==> src/core/los_pkg.sv <==
// Constants, field layouts and carrier types of the loss-of-signal
// supervisor. Shared by the design and by whoever drives its ports.
package los_pkg;

	// ==========================================================
	// Register map: word index = {channel, register}
	localparam int ADDR_W = 4;
	localparam int DATA_W = 8;
	localparam int CFG_W = 5;
	localparam logic [1:0] REG_STATUS = 2'h0;
	localparam logic [1:0] REG_DET_CFG = 2'h1;
	localparam logic [1:0] REG_RX_CFG = 2'h2;
	localparam logic [1:0] REG_LINE_MODE = 2'h3;
	localparam logic [CFG_W-1:0] CFG_RESET = 5'h00;

	// ==========================================================
	// Alarm status fields
	localparam int ST_LOL = 4;
	localparam int ST_LOS = 3;
	localparam int ST_ALOS = 2;
	localparam int ST_DLOS = 1;
	localparam int ST_DMO = 0;

	// ==========================================================
	// Detector configuration fields
	localparam int DET_BYPASS = 3;
	localparam int DET_ADIS = 2;
	localparam int DET_DDIS = 1;
	localparam int DET_EQ = 0;

	// ==========================================================
	// Receive configuration fields
	localparam int RX_SINGLE = 4;
	localparam int RX_MUTE = 3;
	localparam int RX_OFF = 2;
	localparam int RX_INV = 1;

	// ==========================================================
	// Detector timing, in unit intervals of the recovered clock
	localparam int E3_LOS_UI_DEF = 32;
	localparam int E3_LOS_UI_MIN = 10;
	localparam int E3_LOS_UI_MAX = 255;
	localparam int ZERO_RUN = 160;
	localparam int WIN_BITS = 32;
	localparam int WIN_ONES = 10;
	localparam int WIN_PASS = 4;

	// ==========================================================
	// Types
	typedef enum logic [1:0] {
		MODE_E3,
		MODE_DS3,
		MODE_STS1
	} line_mode_t;

	typedef enum logic {
		DIG_CLEAR,
		DIG_LOSS
	} dig_state_t;

	// Pins from the analog front end and recovery PLL, one channel
	typedef struct packed {
		logic line_clk;
		logic pos;
		logic neg;
		logic amp_low;
		logic amp_high;
		logic loss_of_lock;
		logic drive_mon;
	} line_in_t;

	// Recovered data and clock toward the terminal equipment
	typedef struct packed {
		logic positive_rail_data_out;
		logic negative_rail_data_out;
		logic recovered_clock_out;
	} rx_out_t;

	// Threshold choice handed to the amplitude comparators
	typedef struct packed {
		logic sts1;
		logic eq_on;
		logic thr_pin;
	} thr_sel_t;

endpackage

==> src/core/los_monitor_mute.sv <==
// Three-channel loss-of-signal supervisor with mute and rail formatting.
// Assumes front-end comparators and a recovered line clock arriving
// asynchronously; everything is sampled by clk_sys, much faster than it.
//
// Overview of operation
// - E3 declares at or below -35dB amplitude, clears at -15dB or more.
// - E3 declaration comes 10 to 255 UI after signal disappears.
// - E3 clearance comes 10 to 255 UI after signal returns.
// - DS3 combined loss is analog state OR digital state.
// - DS3 analog thresholds 22/90mV with equalizer, 17/70mV without.
// - STS-1 analog thresholds 25/115mV with equalizer, 20/90mV without.
// - Threshold choice follows threshold select pin and equalizer enable.
// - Digital detector declares after 160 consecutive zero bits.
// - Digital clear needs four straight 32-bit windows of at least ten ones each.
// - Status register read-only: lock, loss, analog, digital, monitor.
// - Analog status bit is 1 exactly while analog loss is declared.
// - Digital status bit is 1 exactly while digital loss is declared.
// - Detector config bit D2 set disables and clears analog detector.
// - Detector config bit D1 set disables and clears digital detector.
// - Both detectors disabled means loss is never declared.
// - Enabled mute forces both data outputs low during loss.
// - Muted channel resumes data by itself once loss clears.
// - Hardware mode: global mute pin high mutes all channels.
// - Host mode: receive config bit D3 enables mute per channel.
// - Data and clock go out single-rail or dual-rail as configured.
// - Loss pin high and status bit 1 on declare, both low on clear.
// - Dual-rail data update on recovered clock rise unless inverted.
// - Single-rail keeps the negative-rail output low continuously.
`timescale 1ns/1ps
`default_nettype none

module los_monitor_mute
	import los_pkg::*;
#(
	parameter int NUM_CH = 3,
	parameter int E3_LOS_UI = E3_LOS_UI_DEF
) (
	input wire logic clk_sys,
	input wire logic reset,
	input wire logic [ADDR_W-1:0] addr,
	input wire logic [DATA_W-1:0] wr_data,
	input wire logic wr_en,
	input wire logic rd_en,
	output logic [DATA_W-1:0] rd_data,
	input wire logic host_mode,
	input wire logic global_mute_enable_pin,
	input wire logic threshold_select_pin,
	input wire line_in_t [NUM_CH-1:0] line_in,
	output rx_out_t [NUM_CH-1:0] rx_out,
	output logic [NUM_CH-1:0] loss_of_signal_flag,
	output thr_sel_t [NUM_CH-1:0] threshold_sel
);

	// ==========================================================
	// Elaboration checks
	generate
		if (NUM_CH < 1 || NUM_CH > 4) begin : g_bad_ch
			$error("NUM_CH must be 1 to 4");
		end
		if (E3_LOS_UI < E3_LOS_UI_MIN ||
			E3_LOS_UI > E3_LOS_UI_MAX) begin : g_bad_ui
			$error("E3_LOS_UI must lie within 10 to 255");
		end
	endgenerate

	localparam logic [7:0] E3_LAST = 8'(E3_LOS_UI - 1);
	localparam logic [7:0] ZERO_LAST = 8'(ZERO_RUN - 1);
	localparam logic [4:0] WIN_LAST = 5'(WIN_BITS - 1);
	localparam logic [5:0] ONES_MIN = 6'(WIN_ONES);
	localparam logic [2:0] PASS_LAST = 3'(WIN_PASS - 1);

	// ==========================================================
	// Shared pin synchronisers
	logic host_s1_ff;
	logic host_s2_ff;
	logic gmute_s1_ff;
	logic gmute_s2_ff;
	logic thr_s1_ff;
	logic thr_s2_ff;

	always_ff @(posedge clk_sys) begin
		host_s1_ff <= host_mode;
		host_s2_ff <= host_s1_ff;
		gmute_s1_ff <= global_mute_enable_pin;
		gmute_s2_ff <= gmute_s1_ff;
		thr_s1_ff <= threshold_select_pin;
		thr_s2_ff <= thr_s1_ff;
	end

	// ==========================================================
	// Register access decode
	wire [1:0] reg_sel = addr[1:0];
	wire [1:0] ch_sel = addr[3:2];
	wire ch_valid = 32'(ch_sel) < NUM_CH;
	logic [3:0][CFG_W-1:0] ch_words [NUM_CH];

	wire [CFG_W-1:0] rd_word = ch_valid ? ch_words[ch_sel][reg_sel] : '0;
	logic [DATA_W-1:0] rd_data_ff;

	// Reads only sample live state, nothing is cleared
	always_ff @(posedge clk_sys) begin
		if (reset) begin
			rd_data_ff <= '0;
		end else begin
			rd_data_ff <= rd_en ? DATA_W'(rd_word) : '0;
		end
	end

	assign rd_data = rd_data_ff;

	// ==========================================================
	// Per-channel supervisor
	genvar ch;
	generate
		for (ch = 0; ch < NUM_CH; ch++) begin : g_ch
			line_in_t s1_ff;
			line_in_t s2_ff;
			logic clk_s3_ff;
			logic [CFG_W-1:0] det_cfg_ff;
			logic [CFG_W-1:0] rx_cfg_ff;
			line_mode_t mode_ff;
			logic alos_ff;
			logic nxt_alos;
			logic [7:0] e3_cnt_ff;
			logic [7:0] nxt_e3_cnt;
			dig_state_t dig_ff;
			dig_state_t nxt_dig;
			logic [7:0] zero_cnt_ff;
			logic [7:0] nxt_zero_cnt;
			logic [4:0] win_bit_ff;
			logic [4:0] nxt_win_bit;
			logic [5:0] ones_ff;
			logic [5:0] nxt_ones;
			logic [2:0] pass_ff;
			logic [2:0] nxt_pass;
			logic los_ff;
			logic pos_out_ff;
			logic neg_out_ff;
			logic clk_out_ff;
			thr_sel_t thr_ff;

			always_ff @(posedge clk_sys) begin
				s1_ff <= line_in[ch];
				s2_ff <= s1_ff;
				clk_s3_ff <= s2_ff.line_clk;
			end

			wire rise = s2_ff.line_clk & ~clk_s3_ff;
			wire fall = ~s2_ff.line_clk & clk_s3_ff;
			wire line_bit = s2_ff.pos | s2_ff.neg;

			wire hit = wr_en && ch_sel == 2'(ch);
			wire wr_det = hit && reg_sel == REG_DET_CFG;
			wire wr_rx = hit && reg_sel == REG_RX_CFG;
			wire wr_mode = hit && reg_sel == REG_LINE_MODE;

			wire a_dis = det_cfg_ff[DET_ADIS];
			wire d_dis = det_cfg_ff[DET_DDIS];
			wire eq_on = det_cfg_ff[DET_EQ];
			wire single = rx_cfg_ff[RX_SINGLE];
			wire rx_off = rx_cfg_ff[RX_OFF];
			wire inv = rx_cfg_ff[RX_INV];
			wire is_e3 = mode_ff == MODE_E3;

			// ==================================================
			// Configuration registers, host writes only
			always_ff @(posedge clk_sys) begin
				if (reset) begin
					det_cfg_ff <= CFG_RESET;
					rx_cfg_ff <= CFG_RESET;
					mode_ff <= MODE_E3;
				end else begin
					if (wr_det) begin
						det_cfg_ff <= wr_data[CFG_W-1:0];
					end
					if (wr_rx) begin
						rx_cfg_ff <= wr_data[CFG_W-1:0];
					end
					if (wr_mode) begin
						mode_ff <= line_mode_t'(wr_data[1:0]);
					end
				end
			end

			// ==================================================
			// Analog detector
			// Comparators trip at the levels that threshold_sel picks
			wire persist = alos_ff ? s2_ff.amp_high : s2_ff.amp_low;

			always_comb begin
				nxt_alos = alos_ff;
				nxt_e3_cnt = e3_cnt_ff;
				if (a_dis || rx_off) begin
					nxt_alos = 1'b0;
					nxt_e3_cnt = '0;
				end else if (is_e3) begin
					// Fixed UI delay sits inside the 10..255 span
					if (rise) begin
						if (!persist) begin
							nxt_e3_cnt = '0;
						end else if (e3_cnt_ff == E3_LAST) begin
							nxt_alos = ~alos_ff;
							nxt_e3_cnt = '0;
						end else begin
							nxt_e3_cnt = e3_cnt_ff + 8'h01;
						end
					end
				end else begin
					nxt_e3_cnt = '0;
					// Declare wins if both comparators disagree
					if (s2_ff.amp_low) begin
						nxt_alos = 1'b1;
					end else if (s2_ff.amp_high) begin
						nxt_alos = 1'b0;
					end
				end
			end

			// ==================================================
			// Digital detector, counts recovered bits
			wire [5:0] ones_sum = ones_ff + {5'h00, line_bit};

			always_comb begin
				nxt_dig = dig_ff;
				nxt_zero_cnt = zero_cnt_ff;
				nxt_win_bit = win_bit_ff;
				nxt_ones = ones_ff;
				nxt_pass = pass_ff;
				if (d_dis || rx_off || is_e3) begin
					nxt_dig = DIG_CLEAR;
					nxt_zero_cnt = '0;
					nxt_win_bit = '0;
					nxt_ones = '0;
					nxt_pass = '0;
				end else if (rise) begin
					case (dig_ff)
						DIG_CLEAR: begin
							if (line_bit) begin
								nxt_zero_cnt = '0;
							end else if (zero_cnt_ff == ZERO_LAST) begin
								nxt_dig = DIG_LOSS;
								nxt_zero_cnt = '0;
								nxt_win_bit = '0;
								nxt_ones = '0;
								nxt_pass = '0;
							end else begin
								nxt_zero_cnt = zero_cnt_ff + 8'h01;
							end
						end
						DIG_LOSS: begin
							nxt_win_bit = win_bit_ff + 5'h01;
							nxt_ones = ones_sum;
							if (win_bit_ff == WIN_LAST) begin
								nxt_ones = '0;
								// A thin window throws away earlier passes
								if (ones_sum < ONES_MIN) begin
									nxt_pass = '0;
								end else if (pass_ff == PASS_LAST) begin
									nxt_dig = DIG_CLEAR;
									nxt_pass = '0;
								end else begin
									nxt_pass = pass_ff + 3'h1;
								end
							end
						end
						default: begin
							nxt_dig = DIG_CLEAR;
						end
					endcase
				end
			end

			wire nxt_dlos = nxt_dig == DIG_LOSS;
			wire nxt_los = nxt_alos | nxt_dlos;

			always_ff @(posedge clk_sys) begin
				if (reset) begin
					alos_ff <= 1'b0;
					e3_cnt_ff <= '0;
				end else begin
					alos_ff <= nxt_alos;
					e3_cnt_ff <= nxt_e3_cnt;
				end
			end

			always_ff @(posedge clk_sys) begin
				if (reset) begin
					dig_ff <= DIG_CLEAR;
					zero_cnt_ff <= '0;
					win_bit_ff <= '0;
					ones_ff <= '0;
					pass_ff <= '0;
				end else begin
					dig_ff <= nxt_dig;
					zero_cnt_ff <= nxt_zero_cnt;
					win_bit_ff <= nxt_win_bit;
					ones_ff <= nxt_ones;
					pass_ff <= nxt_pass;
				end
			end

			// Both disabled keeps both terms at zero
			always_ff @(posedge clk_sys) begin
				if (reset) begin
					los_ff <= 1'b0;
				end else begin
					los_ff <= nxt_los;
				end
			end

			wire dlos = dig_ff == DIG_LOSS;

			// ==================================================
			// Mute and delivery to the terminal equipment
			wire mute_en = host_s2_ff ? rx_cfg_ff[RX_MUTE] : gmute_s2_ff;
			// Next loss value, so the declaring edge is blanked too
			wire mute = mute_en & nxt_los;
			wire out_edge = inv ? fall : rise;
			wire pos_src = single ? line_bit : s2_ff.pos;

			always_ff @(posedge clk_sys) begin
				if (reset) begin
					pos_out_ff <= 1'b0;
					neg_out_ff <= 1'b0;
					clk_out_ff <= 1'b0;
				end else begin
					clk_out_ff <= ~rx_off & (s2_ff.line_clk ^ inv);
					if (rx_off || mute) begin
						// Released on the next edge after loss ends
						pos_out_ff <= 1'b0;
						neg_out_ff <= 1'b0;
					end else begin
						if (out_edge) begin
							pos_out_ff <= pos_src;
						end
						if (single) begin
							neg_out_ff <= 1'b0;
						end else if (out_edge) begin
							neg_out_ff <= s2_ff.neg;
						end
					end
				end
			end

			// ==================================================
			// Threshold hand-off
			// Front end reads this to pick its comparator levels
			always_ff @(posedge clk_sys) begin
				if (reset) begin
					thr_ff <= '0;
				end else begin
					thr_ff.sts1 <= mode_ff == MODE_STS1;
					thr_ff.eq_on <= eq_on;
					thr_ff.thr_pin <= thr_s2_ff;
				end
			end

			// ==================================================
			// Outputs and register words
			assign rx_out[ch].positive_rail_data_out = pos_out_ff;
			assign rx_out[ch].negative_rail_data_out = neg_out_ff;
			assign rx_out[ch].recovered_clock_out = clk_out_ff;
			assign loss_of_signal_flag[ch] = los_ff;
			assign threshold_sel[ch] = thr_ff;

			// Live status word, no write path exists
			assign ch_words[ch][REG_STATUS] = {s2_ff.loss_of_lock, los_ff,
				alos_ff, dlos, s2_ff.drive_mon};
			assign ch_words[ch][REG_DET_CFG] = det_cfg_ff;
			assign ch_words[ch][REG_RX_CFG] = rx_cfg_ff;
			assign ch_words[ch][REG_LINE_MODE] = {3'h0, mode_ff};
		end
	endgenerate

endmodule

`default_nettype wire

==> config.mk <==
export PLATFORM = sky130hd
export DESIGN_NAME = los_monitor_mute
export DESIGN_NICKNAME = d
export VERILOG_FILES = /design/src/core/los_pkg.sv /design/src/core/los_monitor_mute.sv
export SDC_FILE = /design/constraint.sdc
export NUM_CORES = 1
export LEC_CHECK = 0
export BUFFER_PORTS_ARGS = -buffer_cell sky130_fd_sc_hd__buf_2
export CAP_MARGIN = 20
export CORE_MARGIN = 5
export CORE_UTILIZATION = 35
export CTS_CLUSTER_SIZE = 40
export DETAILED_ROUTE_END_ITERATION = 10
export GPL_TIMING_DRIVEN = 0
export PLACE_DENSITY_LB_ADDON = 0.25
export SETUP_SLACK_MARGIN = 0.4
export SYNTH_ARGS = -nofsm -noshare
export SYNTH_HDL_FRONTEND = slang
export SYNTH_SLANG_ARGS = --single-unit
==> constraint.sdc <==
create_clock -name clk_sys -period 3.7 [get_ports clk_sys]
set_clock_uncertainty 0.05 [all_clocks]
set_input_delay 0.74 -clock clk_sys [delete_from_list [all_inputs] [get_ports clk_sys]]
set_output_delay 0.74 -clock clk_sys [all_outputs]
set_load 0.02 [all_outputs]
# == Word-level counts from Yosys, hierarchy flattened ==
# Index checks and enable logic that the tools add are counted.
# word_totals
input_bits,40
ram_bits,0
word_cells,357
latch_bits,0
regBits,210
rom_bits,0
mem_count,0
# op_classes
div,0
n_reduce_logical,50
order_cmp,6
addsub,15
shifts,0
mul,0
n_bitwise,42
muxes,113
eq_ne,29
# op_table
operator,count
two-way mux 8 bit,12
two-way mux 1 bit,54
two-way mux 6 bit,9
"adder 8 x 1 -> 8 bit, second input constant",6
two-way mux 3 bit,15
binary-select mux 20 bit (select 2 bit),1
two-way mux 20 bit,2
one-hot mux 6 bit (2 select lines),3
two-way mux 5 bit,7
one-hot mux 5 bit (2 select lines),3
"== test 8 x 5 -> 1 bit, second input constant",3
"== test 8 bit, second input constant",3
OR reduction 3 bit,7
inverter 1 bit,20
adder 6 x 1 -> 6 bit,3
"< comparator 6 x 4 -> 1 bit, second input constant",3
one-hot mux 3 bit (2 select lines),3
"adder 5 x 1 -> 5 bit, second input constant",3
"== test 5 bit, second input constant",3
AND 1 bit,12
"== test 2 bit, second input constant",6
logical AND 1 bit,12
logical OR 1 bit,12
"inequality test 2 bit, second input constant",6
other kinds (17),47

# == Logic depth before layout (Yosys ltp) ==
# depth
depth_word,12
mapped_depth,9

# == Least setup slack after synthesis ==
# OpenSTA, ideal clock, no wires.
# synth_timing
kind,register to register
start,register g_ch[1].s2_ff[4] (netlist name)
end,register g_ch[1].pos_out_ff
stages_incl_launch_ff,9
setup_slack_ns,1.456
required_time_ns,3.533
path_buffers,0
setup_ns,0.117
synth_period_minus_slack_ns,2.244
arrival_time_ns,2.077
cell_sequence,dfxtp_1 > or2_2 > ha_1 > nor4b_2 > o21ai_0 > a2111oi_0 > nor2_1 > o32a_1 > and4b_1
# synth_via
elab_chain_len,12
word_cells_on_any_way,14
# synth_rtl
item,line_no,source
start: declaration,los_monitor_mute.sv:117,line_in_t s2_ff;
start signal: assignment,los_monitor_mute.sv:144,s2_ff <= s1_ff;
bitwise OR 1 bit *,los_monitor_mute.sv:150,wire line_bit = s2_ff.pos | s2_ff.neg;
adder 6 x 1 -> 6 bit,los_monitor_mute.sv:221,"wire [5:0] ones_sum = ones_ff + {5'h00, line_bit};"
< comparator 6 x 4 -> 1 bit,los_monitor_mute.sv:256,if (ones_sum < ONES_MIN) begin
two-way mux 1 bit,los_monitor_mute.sv:256,
two-way mux 1 bit,los_monitor_mute.sv:253,if (win_bit_ff == WIN_LAST) begin
one-hot mux 1 bit (2 select lines),los_monitor_mute.sv:236,case (dig_ff)
two-way mux 1 bit,los_monitor_mute.sv:235,end else if (rise) begin
two-way mux 1 bit,los_monitor_mute.sv:229,if (d_dis || rx_off || is_e3) begin
bitwise OR 1 bit,los_monitor_mute.sv:274,wire nxt_los = nxt_alos | nxt_dlos;
AND 1 bit,los_monitor_mute.sv:317,wire mute = mute_en & nxt_los;
logical OR 1 bit,los_monitor_mute.sv:328,if (rx_off || mute) begin
OR reduction 2 bit (no line),--,
end signal: assignment,los_monitor_mute.sv:334,pos_out_ff <= pos_src;
end: declaration,los_monitor_mute.sv:137,logic pos_out_ff;
# Every way passes the cells marked *; elsewhere a longest branch is shown, timed or not.
# A chain may end at the register's enable or synchronous reset.

# == Final worst setup path ==
# Same ends and word-level chain as after synthesis.

==> results by group <==
GRT
  – Total track usage: 0.141
  – Largest net degree at the start of global routing: 13
  – Initial antenna violation count: 1
  – First-pass GRT wire length: 33900 µm
  – Number of global-route vias before repair: 6823
  – GR Overflow Total: 0

Logic synthesis
  – FFs w/ async S/R, synth: 0
  – Yosys warnings: 0
  – Sequential cell area fraction in the yosys report: 0.465
  – Cells after Synth: 991
  – Post-Syn Area per Cell: 9.00 µm²
  – Register bit total from synthesis: 207
  – Synth Cell Area: 0.00891 mm²
  – Distinct cells, synth: 68
  – Post-synth EDFFs: 0
  – Top_reg_cell synth: dfxtp_1

Clock tree
  – PostCTS Resize Cnt: 0
  – CTS buffer count: 24
  – H-tree Lvls: 1
  – CTS tree: yes
  – Root Driver: clkbuf_16
  – CTS Buffer Depth: 3
  – Clk slew on worst S/H paths: 0.06 ns
  – Hold buffer count at cts: 0
  – Post-CTS Repair Setup Buffers: 0
  – Worst-Skew Late Latency: 0.51 ns
  – Clk sink count: 207

Setup path
  – Crit path kind: register to register
  – Critical path startpoint category: register
  – CP Data Arrival Time: 2.89 ns
  – CP max stage delay: 0.43 ns
  – Worst Path Max Fanout: 6
  – CP cell instances: or2_2, ha_1, nor4b_2, o21ai_0, a2111oi_0, nor2_1, o32a_1, and4b_1
  – CP max-delay cell: a2111oi_0
  – CP required: 4.06 ns
  – R2r setup slk: 1.17 ns
  – CP endpoint kind: register

Power
  – Leakage Power: 4.10 nW
  – Power per cell area: 472 mW/mm²
  – VDD IR max: 335 µV
  – Design Power: 4.93 mW

Route
  – Vias: 7144
  – Antenna-violating nets left: 0
  – DRC: 0
  – Iteration count of the initial detailed-routing pass: 6
  – Total Wirelength: 20400 µm
  – DR WL/cell: 14.3 µm
  – Initial DRC count: 359
  – Avg Vias per Cell: 5.01

Cells and area
  – Area of the multi-input gates: 0.00443 mm²
  – Count of inserted antenna diode cells: 0
  – Final Cell Area: 0.0104 mm²
  – Final nets: 1138
  – Area delta synth->final: 17.2%
  – Layout cells sized above 1: 0.134
  – Filler instances: 2575
  – Register area: 0.00414 mm²

Outcome
  – Status: finished clean

Placement
  – Placer Congestion: 0.811
  – IO buf count: 58
  – Post-Place Cell Area: 0.00963 mm²
  – Pre-CTS setup slack: 1.04 ns
  – Post-DP HPWL: 14800 µm

STA
  – Fmax: 395 MHz
  – Final Max Tran Viols: 0
  – Tcrit/Tclk final: 0.685
  – Fin. Hold Viols: 0
  – Worst Hold Slack: 0.274 ns
  – Final setup viols: 0
  – Minimum clock period: 2.53 ns
  – Slew HR: 0.541
  – Unrepaired setup endpoints after global routing: no
  – PnR worst setup slack: 1.17 ns
  – Post-route setup TNS: 0 ns
  – Worst-Margin Slew: 0.686 ns

Flow run
  – Max-Cap Viols: 0

Floorplan
  – Die area: 0.0288 mm²
  – Standard-cell rows: 58
  – Die Ht: 170 µm
  – Die X: 170 µm
  – Io pins: 69
  – Initial core utilization: 0.355
  – Core footprint: 0.0251 mm²

Worst hold path
  – Hold Crit Class: register to register
## flip-flops by register name, summed over array words and instances, names as in the netlist, 5 cells and up
name              cells
g_ch.det_cfg_ff      15
g_ch.zero_cnt_ff     24
threshold_sel         7
g_ch.s2_ff           15
g_ch.mode_ff          6
g_ch.win_bit_ff      15
ch_words              6
g_ch.s1_ff           21
g_ch.e3_cnt_ff       24
g_ch.ones_ff         18
g_ch.rx_cfg_ff       15
rd_data               5
g_ch.pass_ff          9
## worst max-delay path: cells and delay by family (launching register included)
| kind | cells | cell delay (ns) |
|---|---|---|
| AO/OA/AOI/OAI | 3 | 0.79 |
| adder cells (fa/ha/maj) | 1 | 0.27 |
| AND/OR/NAND/NOR | 4 | 0.96 |
| flip-flops | 1 | 0.36 |
## per-stage QoR
stage,util,instances
6_report,0.416,1425
5_1_grt,0.416,1425
4_1_cts,0.416,1425
3_5_place_dp,0.383,1381
3_3_place_gp,0.383,1381
2_1_floorplan,-,993
## cells by family (layout without fill, tap and decap cells)
kind of cell               Yosys count  after routing  share of synthesized area
other                                1              3                   0.000421
AOI/OAI and AO/OA                  182            182                      0.122
muxes                               58             58                     0.0679
adders and majority gates           21             21                     0.0295
buffers and inverters               68            170                     0.0393
DFF                                207            207                      0.465
xor gates and xnor gates            40             40                     0.0393
and+or+nand+nor                    414            414                      0.236
## path summary, 6_finish.rpt
check	from	endpoint	depth (start not counted)
worst min-delay path	g_ch[1].s1_ff[1]	ch_words[24]	0
worst max-delay path	g_ch[1].s2_ff[4]	g_ch[1].pos_out_ff	8
worst max register to register	g_ch[1].s2_ff[4]	g_ch[1].pos_out_ff	8
worst min register to register	g_ch[1].s1_ff[1]	ch_words[24]	0
## final cells by class
class,count,area share
Tap cell,330,0.0395
Buffer,57,0.0296
Timing Repair Buffer,58,0.0278
Inverter,11,0.00395
Clock buffer,38,0.0751
Multi-Input combinational cell,718,0.424
Clock inverter,6,0.00323
Sequential cell,207,0.397
## layout by cell type (no fill, tap or decap), types with 21 or more instances in the layout
master,Yosys,final
nor3_1,25,25
xor2_1,31,31
buf_2,10,68
a21oi_1,71,71
ha_1,21,21
nand2_1,66,66
mux2i_1,56,56
and3_1,25,25
o21ai_0,50,50
clkbuf_1,26,28
clkbuf_16,0,25
dfxtp_1,207,207
nor2_1,153,153
nand3_1,22,22
## synth_stat cells, types with 4 or more instances
cell type / n / area share
ha_1: 21 / 0.029
a21oi_1: 71 / 0.040
o211ai_1: 4 / 0.0034
nand2_1: 66 / 0.028
nand4_1: 15 / 0.011
inv_1: 11 / 0.0046
and3_1: 25 / 0.018
dfxtp_1: 207 / 0.46
clkbuf_1: 26 / 0.011
nor3b_1: 9 / 0.0076
buf_4: 18 / 0.015
mux2i_1: 56 / 0.063
nand3b_1: 12 / 0.010
xnor2_1: 9 / 0.0088
nand3_1: 22 / 0.012
or2_2: 7 / 0.0049
o21ai_0: 50 / 0.028
nor2_1: 153 / 0.064
o21a_1: 6 / 0.0051
nand2b_1: 14 / 0.0098
buf_2: 10 / 0.0056
a211oi_1: 7 / 0.0059
a22oi_1: 6 / 0.0051
or3_1: 15 / 0.011
a21o_1: 6 / 0.0051
nor2b_1: 18 / 0.013
xor2_1: 31 / 0.030
and4_1: 4 / 0.0039
a311oi_1: 4 / 0.0039
nor3_1: 25 / 0.014
## routing by layer
metal / vias to the layer above / part of all wire / global-route usage
li1: 3647 / - / -
met1: 3334 / 0.49 / 0.196
met2: 129 / 0.44 / 0.225
met3: 32 / 0.048 / 0.0249
met4: 2 / 0.018 / 0.0389
met5: - / 0.00054 / 0
## where the power goes
group          switching (mW)  internal, mW  leakage, nW
combinational           0.154         0.106         1.99
clock                   0.907          1.45        0.413
sequential             0.0361          2.28         1.69
total                    1.10          3.84         4.10
No activity file was read; power rests on OpenSTA's default activity.
